[config.mk]
export PLATFORM = sky130hd
export DESIGN_NAME = bfs_stage
export DESIGN_NICKNAME = d
export VERILOG_FILES = /design/src/shared/bfs_pkg.sv /design/src/hw/bfs_pct_div.sv /design/src/hw/bfs_stage.sv
export SDC_FILE = /design/constraint.sdc
export NUM_CORES = 2
export LEC_CHECK = 0
export BUFFER_PORTS_ARGS = -buffer_cell sky130_fd_sc_hd__buf_2
export CORE_MARGIN = 2
export CORE_UTILIZATION = 45
export CTS_BUF_LIST = sky130_fd_sc_hd__clkbuf_4
export DETAILED_ROUTE_END_ITERATION = 6
export PLACE_DENSITY = 0.7
export SETUP_SLACK_MARGIN = 0.15
export SYNTH_ARGS = -nofsm -noshare
export SYNTH_HDL_FRONTEND = slang
export SYNTH_SLANG_ARGS = --single-unit
[constraint.sdc]
create_clock -name core_clk_in -period 13.5 [get_ports core_clk_in]
set_input_delay 2.025 -clock core_clk_in [delete_from_list [all_inputs] [get_ports core_clk_in]]
set_output_delay 2.025 -clock core_clk_in [all_outputs]
set_load 0.02 [all_outputs]
[src/shared/bfs_pkg.sv]
// Constants, types and register map of the breaker failure stage
package bfs_pkg;

	// ************************************
	// Timing
	// ************************************
	localparam int unsigned CLK_HZ         = 125_000_000;
	localparam int unsigned MS_PER_S       = 1000;
	localparam int unsigned CYC_PER_MS     = CLK_HZ / MS_PER_S;
	localparam int unsigned FORCE_TMO_MIN  = 5;
	localparam int unsigned FORCE_TMO_MS   = FORCE_TMO_MIN * 60 * MS_PER_S;

	// ************************************
	// Register offsets
	// ************************************
	localparam int unsigned ADDR_W      = 8;
	localparam logic [7:0]  OFF_SEL     = 8'h00;
	localparam logic [7:0]  OFF_DELAY   = 8'h04;
	localparam logic [7:0]  OFF_KEY     = 8'h08;
	localparam logic [7:0]  OFF_STATUS  = 8'h0c;
	localparam logic [7:0]  OFF_FORCE   = 8'h10;
	localparam logic [7:0]  OFF_SCNT    = 8'h14;
	localparam logic [7:0]  OFF_TCNT    = 8'h18;
	localparam logic [7:0]  OFF_REC_IDX = 8'h1c;
	localparam logic [7:0]  OFF_REC_DAT = 8'h20;
	localparam logic [7:0]  OFF_REC_TOD = 8'h24;
	localparam logic [7:0]  OFF_REC_PCT = 8'h28;
	localparam logic [7:0]  OFF_REC_CNT = 8'h2c;

	// ************************************
	// Field values and reset values
	// ************************************
	localparam logic [1:0]  SEL_ONE     = 2'h1;
	localparam logic [1:0]  SEL_TWO     = 2'h2;
	localparam logic [1:0]  SEL_RST     = 2'h1;
	localparam logic [19:0] DELAY_RST   = 20'h00032;
	localparam logic [7:0]  PCT_FULL    = 8'h64;
	localparam int unsigned PCT_BITS    = 7;
	localparam int unsigned REC_DEPTH   = 8;

	typedef enum logic [1:0] {
		ST_IDLE  = 2'b00,
		ST_BLOCK = 2'b01,
		ST_START = 2'b10,
		ST_TRIP  = 2'b11
	} bfs_state_t;

	typedef struct packed {
		logic [7:0]  addr;
		logic [31:0] wdata;
		logic        wr;
		logic        rd;
	} bfs_req_t;

	typedef struct packed {
		logic [15:0] year;
		logic [7:0]  month;
		logic [7:0]  day;
		logic [4:0]  hour;
		logic [5:0]  minute;
		logic [5:0]  second;
		logic [9:0]  msec;
	} bfs_stamp_t;

	typedef struct packed {
		bfs_stamp_t  stamp;
		logic [7:0]  pct;
	} bfs_rec_t;

endpackage : bfs_pkg

[src/hw/bfs_pct_div.sv]
// Small restoring divider giving elapsed delay as a percentage below 100
`timescale 1ns/1ps
module bfs_pct_div #(
	parameter int unsigned W = 20
) (
	input  wire logic         core_clk_in,  // Core clock
	input  wire logic         sys_rst_in,   // Async reset, high
	input  wire logic         go_in,        // Start pulse
	input  wire logic [W+6:0] num_in,       // Elapsed ms times 100
	input  wire logic [W-1:0] den_in,       // Operate delay in ms
	output logic              done_out,     // Result valid pulse
	output logic [7:0]        pct_out       // Quotient
);
	logic [W+6:0] rem_q;
	logic [W+6:0] den_q;
	logic [2:0]   idx_q;
	logic         busy_q;
	logic [W+6:0] trial;
	logic         fits;

	// Numerator is below 100 times the divisor, so seven quotient bits suffice
	assign trial = den_q << idx_q;
	assign fits  = rem_q >= trial;

	// One quotient bit per cycle, most significant first
	always_ff @(posedge core_clk_in or posedge sys_rst_in) begin
		if (sys_rst_in) begin
			rem_q    <= '0;
			den_q    <= '0;
			idx_q    <= 3'h0;
			busy_q   <= 1'b0;
			done_out <= 1'b0;
			pct_out  <= 8'h00;
		end else begin
			done_out <= 1'b0;
			if (go_in) begin
				rem_q   <= num_in;
				den_q   <= {7'h00, den_in};
				idx_q   <= 3'(bfs_pkg::PCT_BITS - 1);
				busy_q  <= 1'b1;
				pct_out <= 8'h00;
			end else if (busy_q) begin
				if (fits) begin
					rem_q          <= rem_q - trial;
					pct_out[idx_q] <= 1'b1;
				end
				if (idx_q == 3'h0) begin
					busy_q   <= 1'b0;
					done_out <= 1'b1;
				end else begin
					idx_q <= idx_q - 3'h1;
				end
			end
		end
	end
endmodule : bfs_pct_div

[src/hw/bfs_stage.sv]
// Breaker failure supervision stage with backup trip and fault records
// What this block does
// It watches the control signal of the chosen primary trip relay and times how long it stays active.
// When that signal outlasts the operate delay, the stage trips and energises the backup relay.
// The backup relay stays on until the supervised primary relay signal returns to reset.
// Software must route the backup trip to a contact other than the supervised relay.
// Any protection stage mapped onto the supervised relay starts the supervision.
// The selection value 1 picks relay one and value 2 picks relay two.
// Status reads blocked, started or tripped, and start or trip can be written only while forcing.
// Start and trip counters accumulate and each clears on an explicit write, to one if its state rises in that cycle.
// One shared force flag allows status forcing and drops by itself after five minutes.
// Editable settings accept writes only after the password has been given.
// The eight latest faults are kept, each with time stamp and elapsed delay, oldest lost first.
// Each time stamp holds year, month, day and time of day to the millisecond.
// Elapsed delay is stored as percent of the operate delay, 100 meaning a trip.
// Each counter steps once on the rising edge of its state.
// Timing starts when the watched signal asserts and restarts from zero if it drops early.
`timescale 1ns/1ps
module bfs_stage #(
	parameter int unsigned         DLY_W      = 20,
	parameter int unsigned         CYC_PER_MS = bfs_pkg::CYC_PER_MS,
	parameter int unsigned         FORCE_MS   = bfs_pkg::FORCE_TMO_MS,
	parameter logic [31:0]         PASS_KEY   = 32'h0000a5c3 // Arbitrary value
) (
	input  wire logic                 core_clk_in,         // Core clock
	input  wire logic                 sys_rst_in,          // Async reset, high
	input  wire bfs_pkg::bfs_req_t    bus_in,              // Register request
	output logic [31:0]               rd_data_out,         // Read data, one cycle later
	input  wire logic                 trip_relay_one_in,   // Control of first trip relay
	input  wire logic                 trip_relay_two_in,   // Control of second trip relay
	input  wire logic                 block_in,            // Stage block
	input  wire bfs_pkg::bfs_stamp_t  stamp_in,            // Relay timebase
	output logic                      backup_relay_out,    // Backup trip relay drive
	output logic                      start_out,           // Stage started
	output logic                      trip_out,            // Stage tripped
	output logic                      force_out            // Shared force flag
);
	// ************************************
	// Parameter checks
	// ************************************
	if (DLY_W < 10 || DLY_W > 24 || CYC_PER_MS < 2 || FORCE_MS < 1) begin : g_bad
		$error("bfs_stage: unsupported parameter values");
	end

	localparam int unsigned PRE_W = $clog2(CYC_PER_MS);
	localparam int unsigned FRC_W = $clog2(FORCE_MS + 1);

	// ************************************
	// Declarations
	// ************************************
	bfs_pkg::bfs_state_t  st_q, st_d;
	bfs_pkg::bfs_state_t  frc_st_q;
	bfs_pkg::bfs_state_t  eff_st;
	bfs_pkg::bfs_rec_t    rec_mem [bfs_pkg::REC_DEPTH];
	bfs_pkg::bfs_rec_t    rd_rec;
	bfs_pkg::bfs_stamp_t  hold_stamp_q;
	logic [1:0]           sel_q;
	logic [DLY_W-1:0]     delay_q;
	logic [DLY_W-1:0]     elapsed_q;
	logic [PRE_W-1:0]     pre_q;
	logic [FRC_W-1:0]     frc_cnt_q;
	logic                 ms_tick;
	logic                 unlocked_q;
	logic                 frc_valid_q;
	logic [31:0]          start_event_count_q;
	logic [31:0]          trip_event_count_q;
	logic                 was_start_q;
	logic                 was_trip_q;
	logic [2:0]           wr_ptr_q;
	logic [3:0]           rec_cnt_q;
	logic [2:0]           rec_idx_q;
	logic [2:0]           rd_slot;
	logic                 supervised;
	logic                 expired;
	logic                 early_drop;
	logic                 to_trip;
	logic                 div_done;
	logic [7:0]           div_pct;
	logic [31:0]          rd_mux;
	logic                 wr_sel, wr_delay, wr_key, wr_status, wr_force;
	logic                 wr_scnt, wr_tcnt, wr_idx;
	logic                 start_rise, trip_rise;
	logic                 rec_wr;
	logic [7:0]           rec_pct;

	// Address match for one register on one strobe
	function automatic logic hit(input logic stb, input logic [7:0] a, input logic [7:0] off);
		hit = stb && (a == off);
	endfunction : hit

	// ************************************
	// Register decode
	// ************************************
	// Settings and the force flag need the password; status writes need the force flag, counters have no gate
	assign wr_sel    = hit(bus_in.wr, bus_in.addr, bfs_pkg::OFF_SEL) && unlocked_q;
	assign wr_delay  = hit(bus_in.wr, bus_in.addr, bfs_pkg::OFF_DELAY) && unlocked_q;
	assign wr_force  = hit(bus_in.wr, bus_in.addr, bfs_pkg::OFF_FORCE) && unlocked_q;
	assign wr_key    = hit(bus_in.wr, bus_in.addr, bfs_pkg::OFF_KEY);
	assign wr_status = hit(bus_in.wr, bus_in.addr, bfs_pkg::OFF_STATUS) && force_out;
	assign wr_scnt   = hit(bus_in.wr, bus_in.addr, bfs_pkg::OFF_SCNT);
	assign wr_tcnt   = hit(bus_in.wr, bus_in.addr, bfs_pkg::OFF_TCNT);
	assign wr_idx    = hit(bus_in.wr, bus_in.addr, bfs_pkg::OFF_REC_IDX);

	// ************************************
	// Supervision
	// ************************************
	// Watching the relay drive itself catches every stage mapped onto it
	assign supervised = (sel_q == bfs_pkg::SEL_TWO) ? trip_relay_two_in : trip_relay_one_in;
	assign ms_tick    = (pre_q == PRE_W'(CYC_PER_MS - 1));
	assign expired    = (elapsed_q >= delay_q);
	assign early_drop = (st_q == bfs_pkg::ST_START) && !supervised;
	assign to_trip    = (st_q == bfs_pkg::ST_START) && supervised && !block_in && expired;

	// Next state of the live supervision
	always_comb begin
		st_d = st_q;
		case (st_q)
			bfs_pkg::ST_IDLE: begin
				if (block_in)
					st_d = bfs_pkg::ST_BLOCK;
				else if (supervised)
					st_d = bfs_pkg::ST_START;
			end
			bfs_pkg::ST_BLOCK: begin
				if (!block_in)
					st_d = bfs_pkg::ST_IDLE;
			end
			bfs_pkg::ST_START: begin
				if (!supervised)
					st_d = bfs_pkg::ST_IDLE;
				else if (block_in)
					st_d = bfs_pkg::ST_BLOCK;
				else if (expired)
					st_d = bfs_pkg::ST_TRIP;
			end
			bfs_pkg::ST_TRIP: begin
				if (!supervised)
					st_d = bfs_pkg::ST_IDLE;
			end
			default: st_d = bfs_pkg::ST_IDLE;
		endcase
	end

	// A forced status overrides the live one while forcing lasts
	assign eff_st     = (force_out && frc_valid_q) ? frc_st_q : st_d;
	assign start_rise = (eff_st == bfs_pkg::ST_START) && !was_start_q;
	assign trip_rise  = (eff_st == bfs_pkg::ST_TRIP) && !was_trip_q;

	// Millisecond prescaler and delay timer
	always_ff @(posedge core_clk_in or posedge sys_rst_in) begin
		if (sys_rst_in) begin
			pre_q     <= '0;
			elapsed_q <= '0;
			st_q      <= bfs_pkg::ST_IDLE;
		end else begin
			pre_q <= ms_tick ? '0 : pre_q + PRE_W'(1);
			st_q  <= st_d;
			if (st_d != bfs_pkg::ST_START || st_q != bfs_pkg::ST_START)
				elapsed_q <= '0;
			else if (ms_tick && !expired)
				elapsed_q <= elapsed_q + DLY_W'(1);
		end
	end

	// ************************************
	// Settings, password and force flag
	// ************************************
	// The force flag times out so a forgotten test cannot leave outputs forced
	always_ff @(posedge core_clk_in or posedge sys_rst_in) begin
		if (sys_rst_in) begin
			sel_q       <= bfs_pkg::SEL_RST;
			delay_q     <= DLY_W'(bfs_pkg::DELAY_RST);
			unlocked_q  <= 1'b0;
			force_out   <= 1'b0;
			frc_cnt_q   <= '0;
			frc_valid_q <= 1'b0;
			frc_st_q    <= bfs_pkg::ST_IDLE;
		end else begin
			if (wr_key)
				unlocked_q <= (bus_in.wdata == PASS_KEY);
			if (wr_sel && (bus_in.wdata[1:0] == bfs_pkg::SEL_ONE || bus_in.wdata[1:0] == bfs_pkg::SEL_TWO))
				sel_q <= bus_in.wdata[1:0];
			if (wr_delay && bus_in.wdata[DLY_W-1:0] != '0)
				delay_q <= bus_in.wdata[DLY_W-1:0];
			if (wr_force) begin
				force_out <= bus_in.wdata[0];
				frc_cnt_q <= '0;
			end else if (force_out && ms_tick) begin
				if (frc_cnt_q == FRC_W'(FORCE_MS - 1))
					force_out <= 1'b0;
				frc_cnt_q <= frc_cnt_q + FRC_W'(1);
			end
			if (!force_out)
				frc_valid_q <= 1'b0;
			else if (wr_status) begin
				frc_st_q    <= bfs_pkg::bfs_state_t'(bus_in.wdata[1:0]);
				frc_valid_q <= bus_in.wdata[1];
			end
		end
	end

	// ************************************
	// Counters and outputs
	// ************************************
	// A rising edge in the clearing cycle still counts, so no event is lost
	always_ff @(posedge core_clk_in or posedge sys_rst_in) begin
		if (sys_rst_in) begin
			start_event_count_q <= '0;
			trip_event_count_q  <= '0;
			was_start_q         <= 1'b0;
			was_trip_q          <= 1'b0;
			start_out           <= 1'b0;
			trip_out            <= 1'b0;
			backup_relay_out    <= 1'b0;
		end else begin
			was_start_q <= (eff_st == bfs_pkg::ST_START);
			was_trip_q  <= (eff_st == bfs_pkg::ST_TRIP);
			if (wr_scnt)
				start_event_count_q <= {31'h0, start_rise};
			else if (start_rise)
				start_event_count_q <= start_event_count_q + 32'h1;
			if (wr_tcnt)
				trip_event_count_q <= {31'h0, trip_rise};
			else if (trip_rise)
				trip_event_count_q <= trip_event_count_q + 32'h1;
			start_out        <= (eff_st == bfs_pkg::ST_START);
			trip_out         <= (eff_st == bfs_pkg::ST_TRIP);
			backup_relay_out <= (eff_st == bfs_pkg::ST_TRIP);
		end
	end

	// ************************************
	// Fault records
	// ************************************
	// An early drop needs a division; a trip is 100 percent at once
	bfs_pct_div #(
		.W (DLY_W)
	) u_div (
		.core_clk_in (core_clk_in),
		.sys_rst_in  (sys_rst_in),
		.go_in       (early_drop),
		.num_in      ((DLY_W+7)'(elapsed_q) * (DLY_W+7)'(100)),
		.den_in      (delay_q),
		.done_out    (div_done),
		.pct_out     (div_pct)
	);

	assign rec_wr  = to_trip || div_done;
	assign rec_pct = to_trip ? bfs_pkg::PCT_FULL : div_pct;

	// Stamp is caught when the episode ends; the ring drops the oldest entry
	always_ff @(posedge core_clk_in or posedge sys_rst_in) begin
		if (sys_rst_in) begin
			hold_stamp_q <= '0;
			wr_ptr_q     <= 3'h0;
			rec_cnt_q    <= 4'h0;
			rec_idx_q    <= 3'h0;
		end else begin
			if (early_drop)
				hold_stamp_q <= stamp_in;
			if (wr_idx)
				rec_idx_q <= bus_in.wdata[2:0];
			if (rec_wr) begin
				wr_ptr_q <= wr_ptr_q + 3'h1;
				if (rec_cnt_q != 4'(bfs_pkg::REC_DEPTH))
					rec_cnt_q <= rec_cnt_q + 4'h1;
			end
		end
	end

	// Record storage has no reset; the count tells which entries are valid
	always_ff @(posedge core_clk_in) begin
		if (rec_wr) begin
			rec_mem[wr_ptr_q].stamp <= to_trip ? stamp_in : hold_stamp_q;
			rec_mem[wr_ptr_q].pct   <= rec_pct;
		end
	end

	// ************************************
	// Read path
	// ************************************
	// Index 0 is the newest record
	assign rd_slot = wr_ptr_q - 3'h1 - rec_idx_q;
	assign rd_rec  = rec_mem[rd_slot];

	always_comb begin
		case (bus_in.addr)
			bfs_pkg::OFF_SEL:     rd_mux = {30'h0, sel_q};
			bfs_pkg::OFF_DELAY:   rd_mux = 32'(delay_q);
			bfs_pkg::OFF_KEY:     rd_mux = {31'h0, unlocked_q};
			bfs_pkg::OFF_STATUS:  rd_mux = {30'h0, eff_st};
			bfs_pkg::OFF_FORCE:   rd_mux = {31'h0, force_out};
			bfs_pkg::OFF_SCNT:    rd_mux = start_event_count_q;
			bfs_pkg::OFF_TCNT:    rd_mux = trip_event_count_q;
			bfs_pkg::OFF_REC_IDX: rd_mux = {29'h0, rec_idx_q};
			bfs_pkg::OFF_REC_DAT: rd_mux = {rd_rec.stamp.year, rd_rec.stamp.month, rd_rec.stamp.day};
			bfs_pkg::OFF_REC_TOD: rd_mux = {5'h0, rd_rec.stamp.hour, rd_rec.stamp.minute,
			                                rd_rec.stamp.second, rd_rec.stamp.msec};
			bfs_pkg::OFF_REC_PCT: rd_mux = {24'h0, rd_rec.pct};
			bfs_pkg::OFF_REC_CNT: rd_mux = {28'h0, rec_cnt_q};
			default:              rd_mux = 32'h0;
		endcase
	end

	// Read data stand only in the cycle after the strobe
	always_ff @(posedge core_clk_in or posedge sys_rst_in) begin
		if (sys_rst_in)
			rd_data_out <= 32'h0;
		else
			rd_data_out <= bus_in.rd ? rd_mux : 32'h0;
	end
endmodule : bfs_stage

==> flow_metrics.tcl <==
set metrics [dict create \
    r2r_slack_ns 8.12 \
    wl_um 99400 \
    crit_fanout 36 \
    crit_required_ns 14.45 \
    rsz0062_at_grt "false" \
    finalSetupTns_ns 0 \
    internal_power_uw 5470 \
    power.share.clock 0.276 \
    avgSynthCellArea_um2 12.8 \
    worstHoldStart "hold_stamp_q[12]" \
    grt_pass1_wl_um 155000 \
    final_nets 3620 \
    area_growth_pct 12.2 \
    p_sw_frac 0.333 \
    cts_resized 0 \
    p_comb_frac 0.325 \
    p_switching_uw 2730 \
    core_um2 88500 \
    grt.overflow.total 0 \
    holdBufCountCts 0 \
    dieArea_um2 91700 \
    cts_tree "done" \
    clock.fmax_mhz 186 \
    clkSinkCount 848 \
    post_drt_via_cell_ratio 5.68 \
    violations "design-rule violations" \
    htreeDepth 4 \
    synth_top_flop_cell "edfxtp_1" \
    maxSlewViolCount 0 \
    yosysWarnings 0 \
    dieHeight_um 303 \
    crit_arrival_ns 6.33 \
    synth_edf_count 536 \
    p_seq_frac 0.399 \
    drtPass1Iterations 7 \
    hp-class "reg2reg" \
    die_w_um 303 \
    via_count 26900 \
    r2r_start "u_div.idx_q[1]" \
    fin_util 0.509 \
    fin_crit_ns 5.38 \
    hold_depth 2 \
    ys_ff_latch 848 \
    regToRegEndpoint "u_div.rem_q[19]" \
    min_to "hold_stamp_q[12]" \
    cts-root-buf "clkbuf_4" \
    drtIter0Drc 2474 \
    hold_ws_ns 0.473 \
    post-dp-hpwl_um 64200 \
    boundaryPins 142 \
    status "complete, but fails checks" \
    ys_seq_area_frac 0.595 \
    synth_cell_types 101 \
    hold_viol_final 0 \
    period_share 0.399 \
    route.detailed.drc 22 \
    gp_congestion 0.940 \
    syn_inst 3128 \
    numCtsBuffers 216 \
    cts_buffer_depth 3 \
    drive_gt1_frac 0.219 \
    maxCapViolations 0 \
    cp-start-kind "flip-flop" \
    ant_nets 0 \
    detail_route.wl_per_cell_um 21.0 \
    start_util 0.454 \
    fin_skew_ns 0.106 \
    r2r_cells 10 \
    syn-num-nets 3374 \
    clk_pin_slew_ns 0.08 \
    antenna_found_initial 4 \
    worst_pin_slew_ns 1.26 \
    p_leak_uw 0.0180 \
    final-setup-viol-count 0 \
    fp-row-count 109 \
    numPortBuffers 141 \
    powerDensity_nw_per_um2 182 \
    grt_usage 0.221 \
    grt_max_degree 72 \
    clock_latency_ns 1.13 \
    crit_type "reg2reg" \
    grt_pass1_vias 26800 \
    peakVddDrop_v 0.000175 \
    synthArstFlopShare 0.368 \
    endpoint_kind "flip-flop" \
    slew_headroom 0.162 \
    postCtsSetupRepairBufs 0 \
    synth_area_um2 40200 \
]
==> metrics by stage <==
step	instance area [um^2]	cells	setup WS, ns	total power [uW]
finish	45100	4735	8.12	8200
global route	45100	4733	7.74	8650
CTS	45100	4729	8.19	8270
detailed placement	42100	4321	7.77	5990
global placement	42100	4321	7.77	5940
floorplan	40200	3128	2.85	5330
==> cell usage after synthesis (6+ instances only) <==
library cell	instances	area [um^2]
a31oi_1	22	138
inv_1	121	454
o21a_1	9	67.6
edfxtp_1	536	16100
nand4_1	37	231
nor4_1	13	81.3
and2_1	21	131
o21ai_0	101	505
xor2_1	41	359
mux2_2	59	664
nor3_1	28	140
or4_1	30	225
o22ai_1	11	68.8
o31ai_1	11	82.6
xnor2_1	54	473
mux4_2	143	3220
and4_1	12	105
or3_1	29	181
a21oi_1	126	631
o21ai_1	9	45.0
and3_1	37	231
mux2i_1	75	751
a222oi_1	30	300
clkbuf_1	108	405
nor2_1	141	529
o211ai_1	21	158
nor3b_1	6	45.0
nand3_1	73	365
buf_1	21	78.8
buf_2	17	85.1
a22oi_1	6	45.0
ha_1	123	1540
fa_1	17	340
a21o_1	26	195
nor2b_1	10	62.6
dfrtp_1	308	7710
nand2_1	562	2110
nand2b_1	9	56.3
a211oi_1	12	90.1
==> placed cells by master, fill, tap and decap left out, types with 64 or more instances in the layout <==
cell	n
dfrtp_1	308
a21oi_1	126
mux2i_1	75
mux4_2	143
inv_1	120
buf_2	141
nand2_1	562
nand3_1	72
o21ai_0	101
edfxtp_1	536
nor2_1	138
ha_1	122
clkinv_1	64
clkbuf_4	319
==> layer usage <==
layer / share of wire / track usage / routed length, um / vias up
li1: - / - / - / 12300
met1: 0.43 / 0.304 / 42700 / 13400
met2: 0.46 / 0.346 / 46200 / 1026
met3: 0.077 / 0.0488 / 7650 / 157
met4: 0.029 / 0.0830 / 2900 / 0
met5: 0 / 0 / 0 / -
==> cell type report <==
class	count	area, um^2
fill	7473	43400
inverter	123	469
timing repair buffer	179	991
antenna	6	15.0
clock buffer	319	2390
clock inverter	89	537
multi-input combinational	2006	15300
sequential	848	23900
tap	1165	1460
==> logic make-up (layout without fill, tap and decap cells) <==
family	after synthesis	count (layout)	share of synthesized area
buffers and inverters	274	710	0.0267
XOR/XNOR	95	95	0.0207
adder cells (fa/ha/maj)	140	140	0.0468
multiplexers	283	283	0.117
AND/OR/NAND/NOR	1044	1044	0.120
flip-flops	848	848	0.595
other	0	6	0
AO/OA/AOI/OAI	444	444	0.0735
==> critical path: stages, from the launching register on <==
cell       delay, ns
dfrtp_1         1.18
clkinv_1        0.58
a32oi_1         0.37
ha_1            0.38
a2111oi_4       0.46
a311oi_2        0.23
a211oi_2        0.31
a31oi_2         0.18
a41oi_2         0.79
nand2_1         0.36
mux2_1          0.40
==> registers in the layout, summed over array words and instances, names as in the netlist, 2 cells and up <==
| name | cells |
|---|---|
| elapsed_q | 20 |
| u_div.den_q | 20 |
| u_div.rem_q | 27 |
| rec_cnt_q | 4 |
| delay_q | 20 |
| sel_q | 2 |
| rd_data_out | 32 |
| rec_idx_q | 3 |
| trip_event_count_q | 32 |
| frc_st_q | 2 |
| st_q | 2 |
| rec_mem | 536 |
| hold_stamp_q | 59 |
| u_div.idx_q | 3 |
| start_event_count_q | 32 |
| pre_q | 17 |
| wr_ptr_q | 3 |
| frc_cnt_q | 19 |
| u_div.pct_out | 8 |
==> how the worst max path moves through the flow <==
stage | from | endpoint | slack, ns | cells after the start
after floorplan | sys_rst_in | delay_q[0] | 2.85 | 1
after global placement | trip_relay_one_in | rec_mem[3][48] | 7.77 | 9
after detailed placement | trip_relay_one_in | rec_mem[6][59] | 7.77 | 9
after CTS | u_div.idx_q[1] | u_div.rem_q[19] | 8.19 | 13
after global routing | u_div.idx_q[1] | u_div.rem_q[19] | 7.74 | 13
final | u_div.idx_q[1] | u_div.rem_q[19] | 8.12 | 10
==> power groups by stage <==
stage               clock, uW  combinational (uW)  sequential (uW)
floorplan                   0                2090             3240
global placement            0                2630             3310
detailed placement          0                2670             3320
CTS                      2320                2680             3270
global route             2450                2910             3290
finish                   2270                2660             3270
No activity file was read; power rests on OpenSTA's default activity.
